[config.mk]
export PLATFORM = sky130hd
export DESIGN_NAME = fpc_sequencer
export DESIGN_NICKNAME = d
export VERILOG_FILES = /design/src/fpc_pkg.sv /design/src/fpc_usec_tick.sv /design/src/fpc_op_timer.sv /design/src/fpc_sequencer.sv
export SDC_FILE = /design/constraint.sdc
export NUM_CORES = 1
export LEC_CHECK = 0
export ABC_AREA = 1
export BUFFER_PORTS_ARGS = -buffer_cell sky130_fd_sc_hd__buf_2
export CORE_ASPECT_RATIO = 0.6
export CORE_MARGIN = 2
export CORE_UTILIZATION = 55
export CTS_CLUSTER_DIAMETER = 150
export CTS_CLUSTER_SIZE = 12
export DETAILED_ROUTE_END_ITERATION = 10
export PLACE_DENSITY = 0.8
export REMOVE_ABC_BUFFERS = 1
export SYNTH_ARGS = -nofsm -noshare
export SYNTH_HDL_FRONTEND = slang
export SYNTH_SLANG_ARGS = --single-unit
export TNS_END_PERCENT = 1
[constraint.sdc]
create_clock -name CLOCK -period 15.7 [get_ports CLOCK]
set_input_delay 0.785 -clock CLOCK [delete_from_list [all_inputs] [get_ports CLOCK]]
set_output_delay 0.785 -clock CLOCK [all_outputs]
set_load 0.05 [all_outputs]
[src/fpc_pkg.sv]
`default_nettype none
package fpc_pkg;
  // ==========================================================
  // register byte offsets
  localparam logic [11:0] OFS_ADDR = 12'h000;
  localparam logic [11:0] OFS_DATA = 12'h004;
  localparam logic [11:0] OFS_CTRL = 12'h008;
  localparam logic [11:0] OFS_RIS  = 12'h00c;
  localparam logic [11:0] OFS_IM   = 12'h010;
  localparam logic [11:0] OFS_MISC = 12'h014;
  localparam logic [11:0] OFS_PRE  = 12'h130;
  localparam logic [11:0] OFS_PPE  = 12'h134;
  localparam logic [11:0] OFS_USEC = 12'h140;
  // ==========================================================
  // control register fields
  localparam logic [15:0] CTRL_KEY   = 16'ha442;
  localparam int          BIT_WRITE  = 0;
  localparam int          BIT_ERASE  = 1;
  localparam int          BIT_MASS   = 2;
  localparam int          BIT_COMMIT = 3;
  localparam int          OP_BITS    = 4;
  // ==========================================================
  // interrupt status fields
  localparam int RIS_ACCESS = 0;
  localparam int RIS_DONE   = 1;
  localparam logic [31:0] RIS_MASK = 32'h0000_0003;
  // ==========================================================
  // protection layout and reset values
  localparam int          NUM_BLOCKS      = 16;
  localparam int          BLOCK_LSB       = 11;
  localparam int          DBG_LSB         = 30;
  localparam logic [1:0]  DBG_OPEN        = 2'h2;
  localparam logic [31:0] PRE_IMPL_MASK   = 32'hc000_ffff;
  localparam logic [31:0] PPE_IMPL_MASK   = 32'h0000_ffff;
  localparam logic [31:0] PRE_RESET       = 32'h8000_ffff;
  localparam logic [31:0] PPE_RESET       = 32'h0000_ffff;
  localparam logic [31:0] DBG_COMMIT_ADDR = 32'h0000_0900;
  localparam int          COMMIT_SEL_BIT  = 0;
  localparam logic [31:0] ADDR_MASK       = 32'h0000_7fff;
  localparam logic [7:0]  USEC_RESET      = 8'h31;
  // ==========================================================
  // operation times in microseconds
  localparam logic [19:0] PROG_US   = 20'h00014;
  localparam logic [19:0] ERASE_US  = 20'h04e20;
  localparam logic [19:0] MASS_US   = 20'h30d40;
  localparam logic [19:0] COMMIT_US = 20'h00014;

  typedef enum logic [1:0] {
    ST_LOAD = 2'b00,
    ST_IDLE = 2'b01,
    ST_RUN  = 2'b10
  } fpc_state_t;
endpackage
`default_nettype wire

[src/fpc_usec_tick.sv]
`timescale 1ns/1ps
`default_nettype none
module fpc_usec_tick (
  // clock and reset
  input  wire logic       clk,
  input  wire logic       rst,
  // reload and tick
  input  wire logic [7:0] reload,
  output logic            tick
);
  logic [7:0] cnt_r;
  wire        at_zero = (cnt_r == 8'h00);

  // ==========================================================
  // divider: one tick every reload+1 clocks
  always_ff @(posedge clk or posedge rst) begin
    if (rst) begin
      cnt_r <= 8'h00;
      tick  <= 1'b0;
    end else begin
      cnt_r <= at_zero ? reload : cnt_r - 8'h01;
      tick  <= at_zero;
    end
  end
endmodule // fpc_usec_tick
`default_nettype wire

[src/fpc_op_timer.sv]
`timescale 1ns/1ps
`default_nettype none
module fpc_op_timer (
  // clock and reset
  input  wire logic        clk,
  input  wire logic        rst,
  // control
  input  wire logic        start,
  input  wire logic [19:0] length,
  input  wire logic        tick,
  // status
  output logic             busy,
  output logic             done
);
  logic [19:0] left_r;

  // ==========================================================
  // counts microsecond ticks; zero length finishes on next tick
  always_ff @(posedge clk or posedge rst) begin
    if (rst) begin
      left_r <= 20'h00000;
      busy   <= 1'b0;
      done   <= 1'b0;
    end else begin
      done <= 1'b0;
      if (start) begin
        left_r <= length;
        busy   <= 1'b1;
      end else if (busy && tick) begin
        if (left_r <= 20'h00001) begin
          busy <= 1'b0;
          done <= 1'b1;
        end
        left_r <= left_r - 20'h00001;
      end
    end
  end
endmodule // fpc_op_timer
`default_nettype wire

[src/fpc_sequencer.sv]
// Our own choice: the Avalon-MM slave port.
`timescale 1ns/1ps
`default_nettype none
module fpc_sequencer #(
  parameter logic [19:0] PROG_TIME   = fpc_pkg::PROG_US,
  parameter logic [19:0] ERASE_TIME  = fpc_pkg::ERASE_US,
  parameter logic [19:0] MASS_TIME   = fpc_pkg::MASS_US,
  parameter logic [19:0] COMMIT_TIME = fpc_pkg::COMMIT_US
) (
  // clock and reset
  input  wire logic        CLOCK,
  input  wire logic        SYS_RST,
  // register bus
  input  wire logic [11:0] AVS_ADDRESS,
  input  wire logic        AVS_READ,
  input  wire logic        AVS_WRITE,
  input  wire logic [31:0] AVS_WRITEDATA,
  input  wire logic [3:0]  AVS_BYTEENABLE,
  output logic      [31:0] AVS_READDATA,
  output logic             AVS_WAITREQUEST,
  // nonvolatile protection store
  input  wire logic [31:0] NV_READ_ENABLE_IN,
  input  wire logic [31:0] NV_PROGRAM_ENABLE_IN,
  output logic             NV_COMMIT_STROBE,
  output logic             NV_COMMIT_SELECT,
  output logic      [31:0] NV_COMMIT_VALUE,
  // flash array operation
  output logic      [2:0]  ARRAY_OP,
  output logic      [14:0] ARRAY_ADDR,
  output logic      [31:0] ARRAY_DATA,
  // data read gate
  input  wire logic [14:0] FETCH_ADDR,
  input  wire logic [31:0] FETCH_DATA_IN,
  output logic      [31:0] FETCH_DATA_OUT,
  // protection state
  output logic      [15:0] BLOCK_READ_EN,
  output logic      [15:0] BLOCK_PROG_EN,
  output logic             DEBUG_PORT_EN
);
  import fpc_pkg::*;

  // ==========================================================
  // state
  fpc_state_t   state_r, state_nxt;
  logic         ack_r;
  logic [31:0]  addr_r, data_r, pre_r, ppe_r, rdata_nxt;
  logic [31:0]  nv_pre_r, nv_ppe_r;
  logic [OP_BITS-1:0] ctrl_r;
  logic [1:0]   ris_r, im_r;
  logic [7:0]   usec_r;
  logic         tick, op_busy, op_done, op_start_r;
  logic [19:0]  op_len_r;

  // ==========================================================
  // bus decode
  function automatic logic [31:0] be_mask(input logic [3:0] be);
    be_mask = {{8{be[3]}}, {8{be[2]}}, {8{be[1]}}, {8{be[0]}}};
  endfunction

  wire        req      = AVS_READ | AVS_WRITE;
  wire        take     = req & ack_r;
  wire        wr       = take & AVS_WRITE;
  wire [31:0] wmask    = be_mask(AVS_BYTEENABLE);
  wire [31:0] wval     = AVS_WRITEDATA & wmask;
  wire        wr_addr  = wr && AVS_ADDRESS == OFS_ADDR;
  wire        wr_data  = wr && AVS_ADDRESS == OFS_DATA;
  wire        wr_ctrl  = wr && AVS_ADDRESS == OFS_CTRL;
  wire        wr_im    = wr && AVS_ADDRESS == OFS_IM;
  wire        wr_misc  = wr && AVS_ADDRESS == OFS_MISC;
  wire        wr_pre   = wr && AVS_ADDRESS == OFS_PRE;
  wire        wr_ppe   = wr && AVS_ADDRESS == OFS_PPE;
  wire        wr_usec  = wr && AVS_ADDRESS == OFS_USEC;
  wire [1:0]  mis      = ris_r & im_r;

  // ==========================================================
  // operation launch
  // key must be whole: a write missing the upper lanes is not keyed
  wire key_ok   = AVS_BYTEENABLE[3] & AVS_BYTEENABLE[2] &
                  (AVS_WRITEDATA[31:16] == CTRL_KEY);
  wire [OP_BITS-1:0] op_req = AVS_WRITEDATA[OP_BITS-1:0];
  // a second launch while busy is dropped; polling software never does it
  wire launch   = wr_ctrl & key_ok & AVS_BYTEENABLE[0] &
                  (op_req != 4'h0) & (state_r == ST_IDLE);
  wire [3:0]  blk     = addr_r[BLOCK_LSB +: 4];
  wire        blk_ok  = ppe_r[blk];
  // whole-array erase needs every block program-enabled
  wire        all_ok  = &ppe_r[NUM_BLOCKS-1:0];
  wire        is_prog = op_req[BIT_WRITE] | op_req[BIT_ERASE];
  wire        is_commit_request_bit = op_req[BIT_COMMIT];
  wire        violate = launch & ~is_commit_request_bit &
                        (is_prog ? ~blk_ok : ~all_ok);
  wire        dbg_commit = addr_r == DBG_COMMIT_ADDR;
  wire        sel_ppe = ~dbg_commit & addr_r[COMMIT_SEL_BIT];
  // normal read-enable commit keeps the stored debug field
  wire [31:0] pre_commit = dbg_commit ? pre_r :
      {nv_pre_r[31:DBG_LSB], pre_r[DBG_LSB-1:0]};
  wire [31:0] commit_val = sel_ppe ? ppe_r :
      (pre_commit & nv_pre_r);
  wire [19:0] len_sel = is_commit_request_bit ? COMMIT_TIME :
      op_req[BIT_MASS] ? MASS_TIME :
      op_req[BIT_ERASE] ? ERASE_TIME : PROG_TIME;
  wire        op_end  = (state_r == ST_RUN) & op_done;

  // ==========================================================
  // read mux
  always_comb begin
    rdata_nxt = 32'h0000_0000;
    case (AVS_ADDRESS)
      OFS_ADDR: rdata_nxt = addr_r;
      OFS_DATA: rdata_nxt = data_r;
      OFS_CTRL: rdata_nxt = {28'h000_0000, ctrl_r};
      OFS_RIS:  rdata_nxt = {30'h0000_0000, ris_r};
      OFS_IM:   rdata_nxt = {30'h0000_0000, im_r};
      OFS_MISC: rdata_nxt = {30'h0000_0000, mis};
      OFS_PRE:  rdata_nxt = pre_r & PRE_IMPL_MASK;
      OFS_PPE:  rdata_nxt = ppe_r & PPE_IMPL_MASK;
      OFS_USEC: rdata_nxt = {24'h00_0000, usec_r};
      default:  rdata_nxt = 32'h0000_0000;
    endcase
  end

  // ==========================================================
  // sequencer
  always_comb begin
    state_nxt = state_r;
    case (state_r)
      ST_LOAD: state_nxt = ST_IDLE;
      ST_IDLE: if (launch && !violate) state_nxt = ST_RUN;
      ST_RUN:  if (op_done) state_nxt = ST_IDLE;
      default: state_nxt = ST_LOAD;
    endcase
  end

  // ==========================================================
  // bus slave: answer one cycle after request appears
  always_ff @(posedge CLOCK or posedge SYS_RST) begin
    if (SYS_RST) begin
      ack_r           <= 1'b0;
      AVS_WAITREQUEST <= 1'b1;
      AVS_READDATA    <= 32'h0000_0000;
    end else begin
      ack_r           <= req & ~ack_r;
      AVS_WAITREQUEST <= ~(req & ~ack_r);
      AVS_READDATA    <= (AVS_READ & ~ack_r) ? rdata_nxt : 32'h0000_0000;
    end
  end

  // ==========================================================
  // software registers
  always_ff @(posedge CLOCK or posedge SYS_RST) begin
    if (SYS_RST) begin
      addr_r <= 32'h0000_0000;
      data_r <= 32'h0000_0000;
      im_r   <= 2'h0;
      usec_r <= USEC_RESET;
    end else begin
      if (wr_addr) addr_r <= ((addr_r & ~wmask) | wval) & ADDR_MASK;
      if (wr_data) data_r <= (data_r & ~wmask) | wval;
      if (wr_im)   im_r   <= (im_r & ~wmask[1:0]) | wval[1:0];
      if (wr_usec) usec_r <= (usec_r & ~wmask[7:0]) | wval[7:0];
    end
  end

  // ==========================================================
  // protection: factory value until the store is sampled
  always_ff @(posedge CLOCK or posedge SYS_RST) begin
    if (SYS_RST) begin
      pre_r    <= PRE_RESET;
      ppe_r    <= PPE_RESET;
      nv_pre_r <= PRE_RESET;
      nv_ppe_r <= PPE_RESET;
    end else if (state_r == ST_LOAD) begin
      // reload drops any uncommitted volatile change
      pre_r    <= NV_READ_ENABLE_IN & PRE_IMPL_MASK;
      ppe_r    <= NV_PROGRAM_ENABLE_IN & PPE_IMPL_MASK;
      nv_pre_r <= NV_READ_ENABLE_IN & PRE_IMPL_MASK;
      nv_ppe_r <= NV_PROGRAM_ENABLE_IN & PPE_IMPL_MASK;
    end else begin
      if (wr_pre) pre_r <= pre_r & (wval | ~wmask);
      if (wr_ppe) ppe_r <= ppe_r & (wval | ~wmask);
      if (op_end && ctrl_r[BIT_COMMIT]) begin
        if (NV_COMMIT_SELECT) nv_ppe_r <= NV_COMMIT_VALUE;
        else nv_pre_r <= NV_COMMIT_VALUE;
      end
    end
  end

  // ==========================================================
  // control and status
  always_ff @(posedge CLOCK or posedge SYS_RST) begin
    if (SYS_RST) begin
      state_r    <= ST_LOAD;
      ctrl_r     <= 4'h0;
      ris_r      <= 2'h0;
      op_start_r <= 1'b0;
      op_len_r   <= 20'h00000;
    end else begin
      state_r    <= state_nxt;
      op_start_r <= launch & ~violate;
      if (launch) op_len_r <= len_sel;
      if (launch && !violate) ctrl_r <= op_req;
      else if (op_end) ctrl_r <= 4'h0;
      // set wins over a simultaneous clear
      ris_r[RIS_ACCESS] <= violate |
          (ris_r[RIS_ACCESS] & ~(wr_misc & wval[RIS_ACCESS]));
      ris_r[RIS_DONE] <= op_end | violate |
          (ris_r[RIS_DONE] & ~(wr_misc & wval[RIS_DONE]));
    end
  end

  // ==========================================================
  // array and store outputs
  always_ff @(posedge CLOCK or posedge SYS_RST) begin
    if (SYS_RST) begin
      ARRAY_OP         <= 3'h0;
      ARRAY_ADDR       <= 15'h0000;
      ARRAY_DATA       <= 32'h0000_0000;
      NV_COMMIT_STROBE <= 1'b0;
      NV_COMMIT_SELECT <= 1'b0;
      NV_COMMIT_VALUE  <= PRE_RESET;
    end else begin
      NV_COMMIT_STROBE <= launch & is_commit_request_bit;
      if (launch && is_commit_request_bit) begin
        NV_COMMIT_SELECT <= sel_ppe;
        NV_COMMIT_VALUE  <= commit_val;
      end
      if (launch && !violate && !is_commit_request_bit) begin
        ARRAY_OP   <= op_req[2:0];
        ARRAY_ADDR <= op_req[BIT_ERASE] ? {addr_r[14:10], 10'h000} :
                      addr_r[14:0];
        ARRAY_DATA <= data_r;
      end else if (op_end) begin
        ARRAY_OP <= 3'h0;
      end
    end
  end

  // ==========================================================
  // access gates
  wire [3:0] fetch_blk = FETCH_ADDR[BLOCK_LSB +: 4];
  always_ff @(posedge CLOCK or posedge SYS_RST) begin
    if (SYS_RST) begin
      FETCH_DATA_OUT <= 32'h0000_0000;
      BLOCK_READ_EN  <= 16'h0000;
      BLOCK_PROG_EN  <= 16'h0000;
      DEBUG_PORT_EN  <= 1'b0;
    end else begin
      FETCH_DATA_OUT <= pre_r[fetch_blk] ? FETCH_DATA_IN :
                        32'h0000_0000;
      BLOCK_READ_EN  <= pre_r[NUM_BLOCKS-1:0];
      BLOCK_PROG_EN  <= ppe_r[NUM_BLOCKS-1:0];
      DEBUG_PORT_EN  <= pre_r[31:DBG_LSB] == DBG_OPEN;
    end
  end

  // ==========================================================
  // timing
  fpc_usec_tick u_tick (
    .clk    (CLOCK),
    .rst    (SYS_RST),
    .reload (usec_r),
    .tick   (tick)
  );

  fpc_op_timer u_timer (
    .clk    (CLOCK),
    .rst    (SYS_RST),
    .start  (op_start_r),
    .length (op_len_r),
    .tick   (tick),
    .busy   (op_busy),
    .done   (op_done)
  );
endmodule // fpc_sequencer
`default_nettype wire

==> out/qor.csv <==
metric;value;unit
Die X;227;µm
Residual DRC;0;
Seq/Total Area, Yosys;58.7;%
antenna violation net count after detailed routing;0;
Max Cap Viol;0;
vias per cell;5.63;
total CTS buffers;37;
Pre-antenna DRT Iters;6;
Std-Cell Rows;48;
Max IR drop VDD;0.0841;mV
PnR Total Power;2.06;mW
hold_ws;0.406;ns
outcome;finished clean;
GRT Total Usage;31.7;%
Post-synth EDFFs;0;
CTS Hold Buffers Added;0;
synthesis-stage register bit count;380;
Post-synth top flop;dfrtp_1;
Finished Core Util;66.2;%
Async SR Flop Fraction;100;%
post-synth cell types;48;
nets;2265;
# H-tree levels;2;
CTS sink cnt;380;
Switch Pwr;0.518;mW
DR iter-0 viols;1784;
Mapped Avg Cell Area;9.00;µm²
die area;31200;µm²
# setup viols final;0;
Max clock buf depth;3;
Slew HR;30.3;%
crit path DAT;4.47;ns
share of cells above drive strength 1;22.2;%
FF-to-FF End;pre_r[15];
DP Area;18100;µm²
Core Area;29000;µm²
first-pass GRT wire length;75800;µm
Worst Path Required;16.16;ns
largest net degree at the start of global routing;164;
Detailed Route WL;49200;µm
Routed wire per std cell;19.4;µm
PortBufs;303;
RSZ-0062 raised after global routing;false;
aggregate global routing overflow;0;
Worst Skew;0.0191;ns
CTS tree;built;
leading area contributor after synthesis;dfrtp_1;
Fin Setup TNS;0;ns
RePlAce Congestion;0.937;
hold violation count in the final report;0;
crit path to;pre_r[15];
Worst Setup SP;state_r[0];
DR vias;14263;
Setup crit end kind;register;
LEAKAGE;9.65;nW
hold crit path type;primary input to async pin;
Worst Reg-to-Reg Cells;8;
I/O pins;345;
fin. max-slew vios;0;
Clock power frac;41.5;%
Comb power frac;8.2;%
dpl hpwl;34100;µm
crit path time final;4.01;ns
Starting Density;56.3;%
top cells by area, synth;dfrtp_1 (47%), dfstp_2 (11%), nand2_1 (8.5%);
Synth Instances;1817;
post-route design area;19200;µm²
CP max FO;53;
number of global-route vias before repair;13989;
internal power;1.54;mW
chip height;138;µm
post-cts sizing count;0;
root buf cell;clkbuf_16;
Switching Share;25.2;%
clk slew on worst S/H paths;0.06;ns
f_max;0.249;GHz
YS warnings;0;
critical path class;register to register;
Area Overhead vs Synth;17.4;%
PwrDens;107;nW/µm²
final worst path period share;25.5;%
CP Launch Type;register;
worst slew pin tran;1.05;ns
Worst-Skew Late Latency;0.54;ns
post-CTS setup buffers;0;
Worst R2R Setup Slack;11.69;ns
Worst R2R Start;state_r[0];
initial antenna violation count;9;
Yosys top cell area share;47.3;%
Synth Cell Area;16300;µm²
Seq pwr share;50.3;%
-- cell usage in the layout (no fill, tap or decap), types with 18 or more instances in the layout --
cell	synthesis	final
nand2_1	370	369
nor2_1	206	205
inv_1	227	225
nand3_1	85	85
dfrtp_1	309	309
a31oi_1	19	19
o21ai_1	43	43
o31ai_1	18	18
clkbuf_1	35	26
dfstp_2	71	71
buf_2	14	303
o21ai_0	155	155
a21oi_1	72	72
clkbuf_16	0	39
-- power by group through the flow --
stage	clock network, mW	logic [mW]	registers (mW)
global route	0.900	0.186	1.04
detailed placement	0	0.168	1.05
CTS	0.862	0.168	1.03
floorplan	0	0.0689	1.09
finish	0.855	0.169	1.03
global placement	0	0.163	1.05
-- cells in the mapped netlist, types with 3 or more instances --
cell type,n
ha_1,4
clkbuf_1,35
o21ai_1,43
nor2_1,206
a211oi_1,5
a31oi_1,19
o211ai_1,13
xor2_1,7
o31ai_1,18
o21ai_0,155
dfstp_2,71
buf_2,14
nor4_1,4
o221ai_1,10
nand3_1,85
nand3b_1,5
buf_6,12
nand2_2,8
inv_2,7
o22ai_1,15
inv_1,227
nand4_1,13
a22oi_1,9
nand2_4,3
nor2_2,4
nor3_1,16
buf_4,8
or2_2,3
nor2_4,6
a21boi_0,14
mux2_2,6
clkinv_1,4
xnor2_1,3
a21oi_1,72
dfrtp_1,309
nand2_1,370
-- through the flow --
| step | setup slack (ns) | std cells |
|---|---|---|
| global placement | 11.97 | 2459 |
| floorplan | 4.48 | 1747 |
| global route | 11.60 | 2529 |
| finish | 11.69 | 2535 |
| detailed placement | 11.88 | 2459 |
| CTS | 11.85 | 2526 |
-- how the worst min path moves through the flow --
stage | endpoint | from | depth (start not counted)
floorplan | BLOCK_READ_EN[0] | pre_r[0] | 0
global placement | BLOCK_READ_EN[0] | pre_r[0] | 0
detailed placement | BLOCK_READ_EN[0] | pre_r[0] | 0
CTS | BLOCK_READ_EN[11] | pre_r[11] | 0
global route | BLOCK_READ_EN[0] | pre_r[0] | 0
finish | AVS_READDATA[6] | SYS_RST | 2
-- worst max-delay path, cell delays in order (launching register included) --
cell and delay, ns:
dfrtp_1 0.46, nor2_4 0.13, buf_4 0.53, clkinv_1 0.86, buf_4 0.56, nand2_1 0.58, inv_2 0.37, o21ai_0 0.30
nand2_1 0.08
-- cells by family after synthesis --
group | share of synthesized area [%]
multiplexers | 0.413
XOR/XNOR | 0.536
buffers and inverters | 7.98
AO/OA/AOI/OAI | 13.1
flip-flops | 58.7
AND/OR/NAND/NOR | 19.0
adder cells (fa/ha/maj) | 0.306
-- routing by layer --
layer	up-vias	GRT usage [%]	wire length, µm
li1	6442	-	-
met1	6877	46.2	20700
met2	843	47.1	21900
met3	99	8.25	5630
met4	2	9.32	946
met5	-	0	8
-- area by class of cell --
type,count,area (µm²)
well taps,400,500
repair buffers,312,1600
inverters,239,906
clock buffers,65,1070
clock inverters,2,38.8
multi-input cells,1128,5450
flip-flops and latches,380,9600
diodes,9,22.5
fillers,2350,9820
Power figures use the tool's default switching activity.
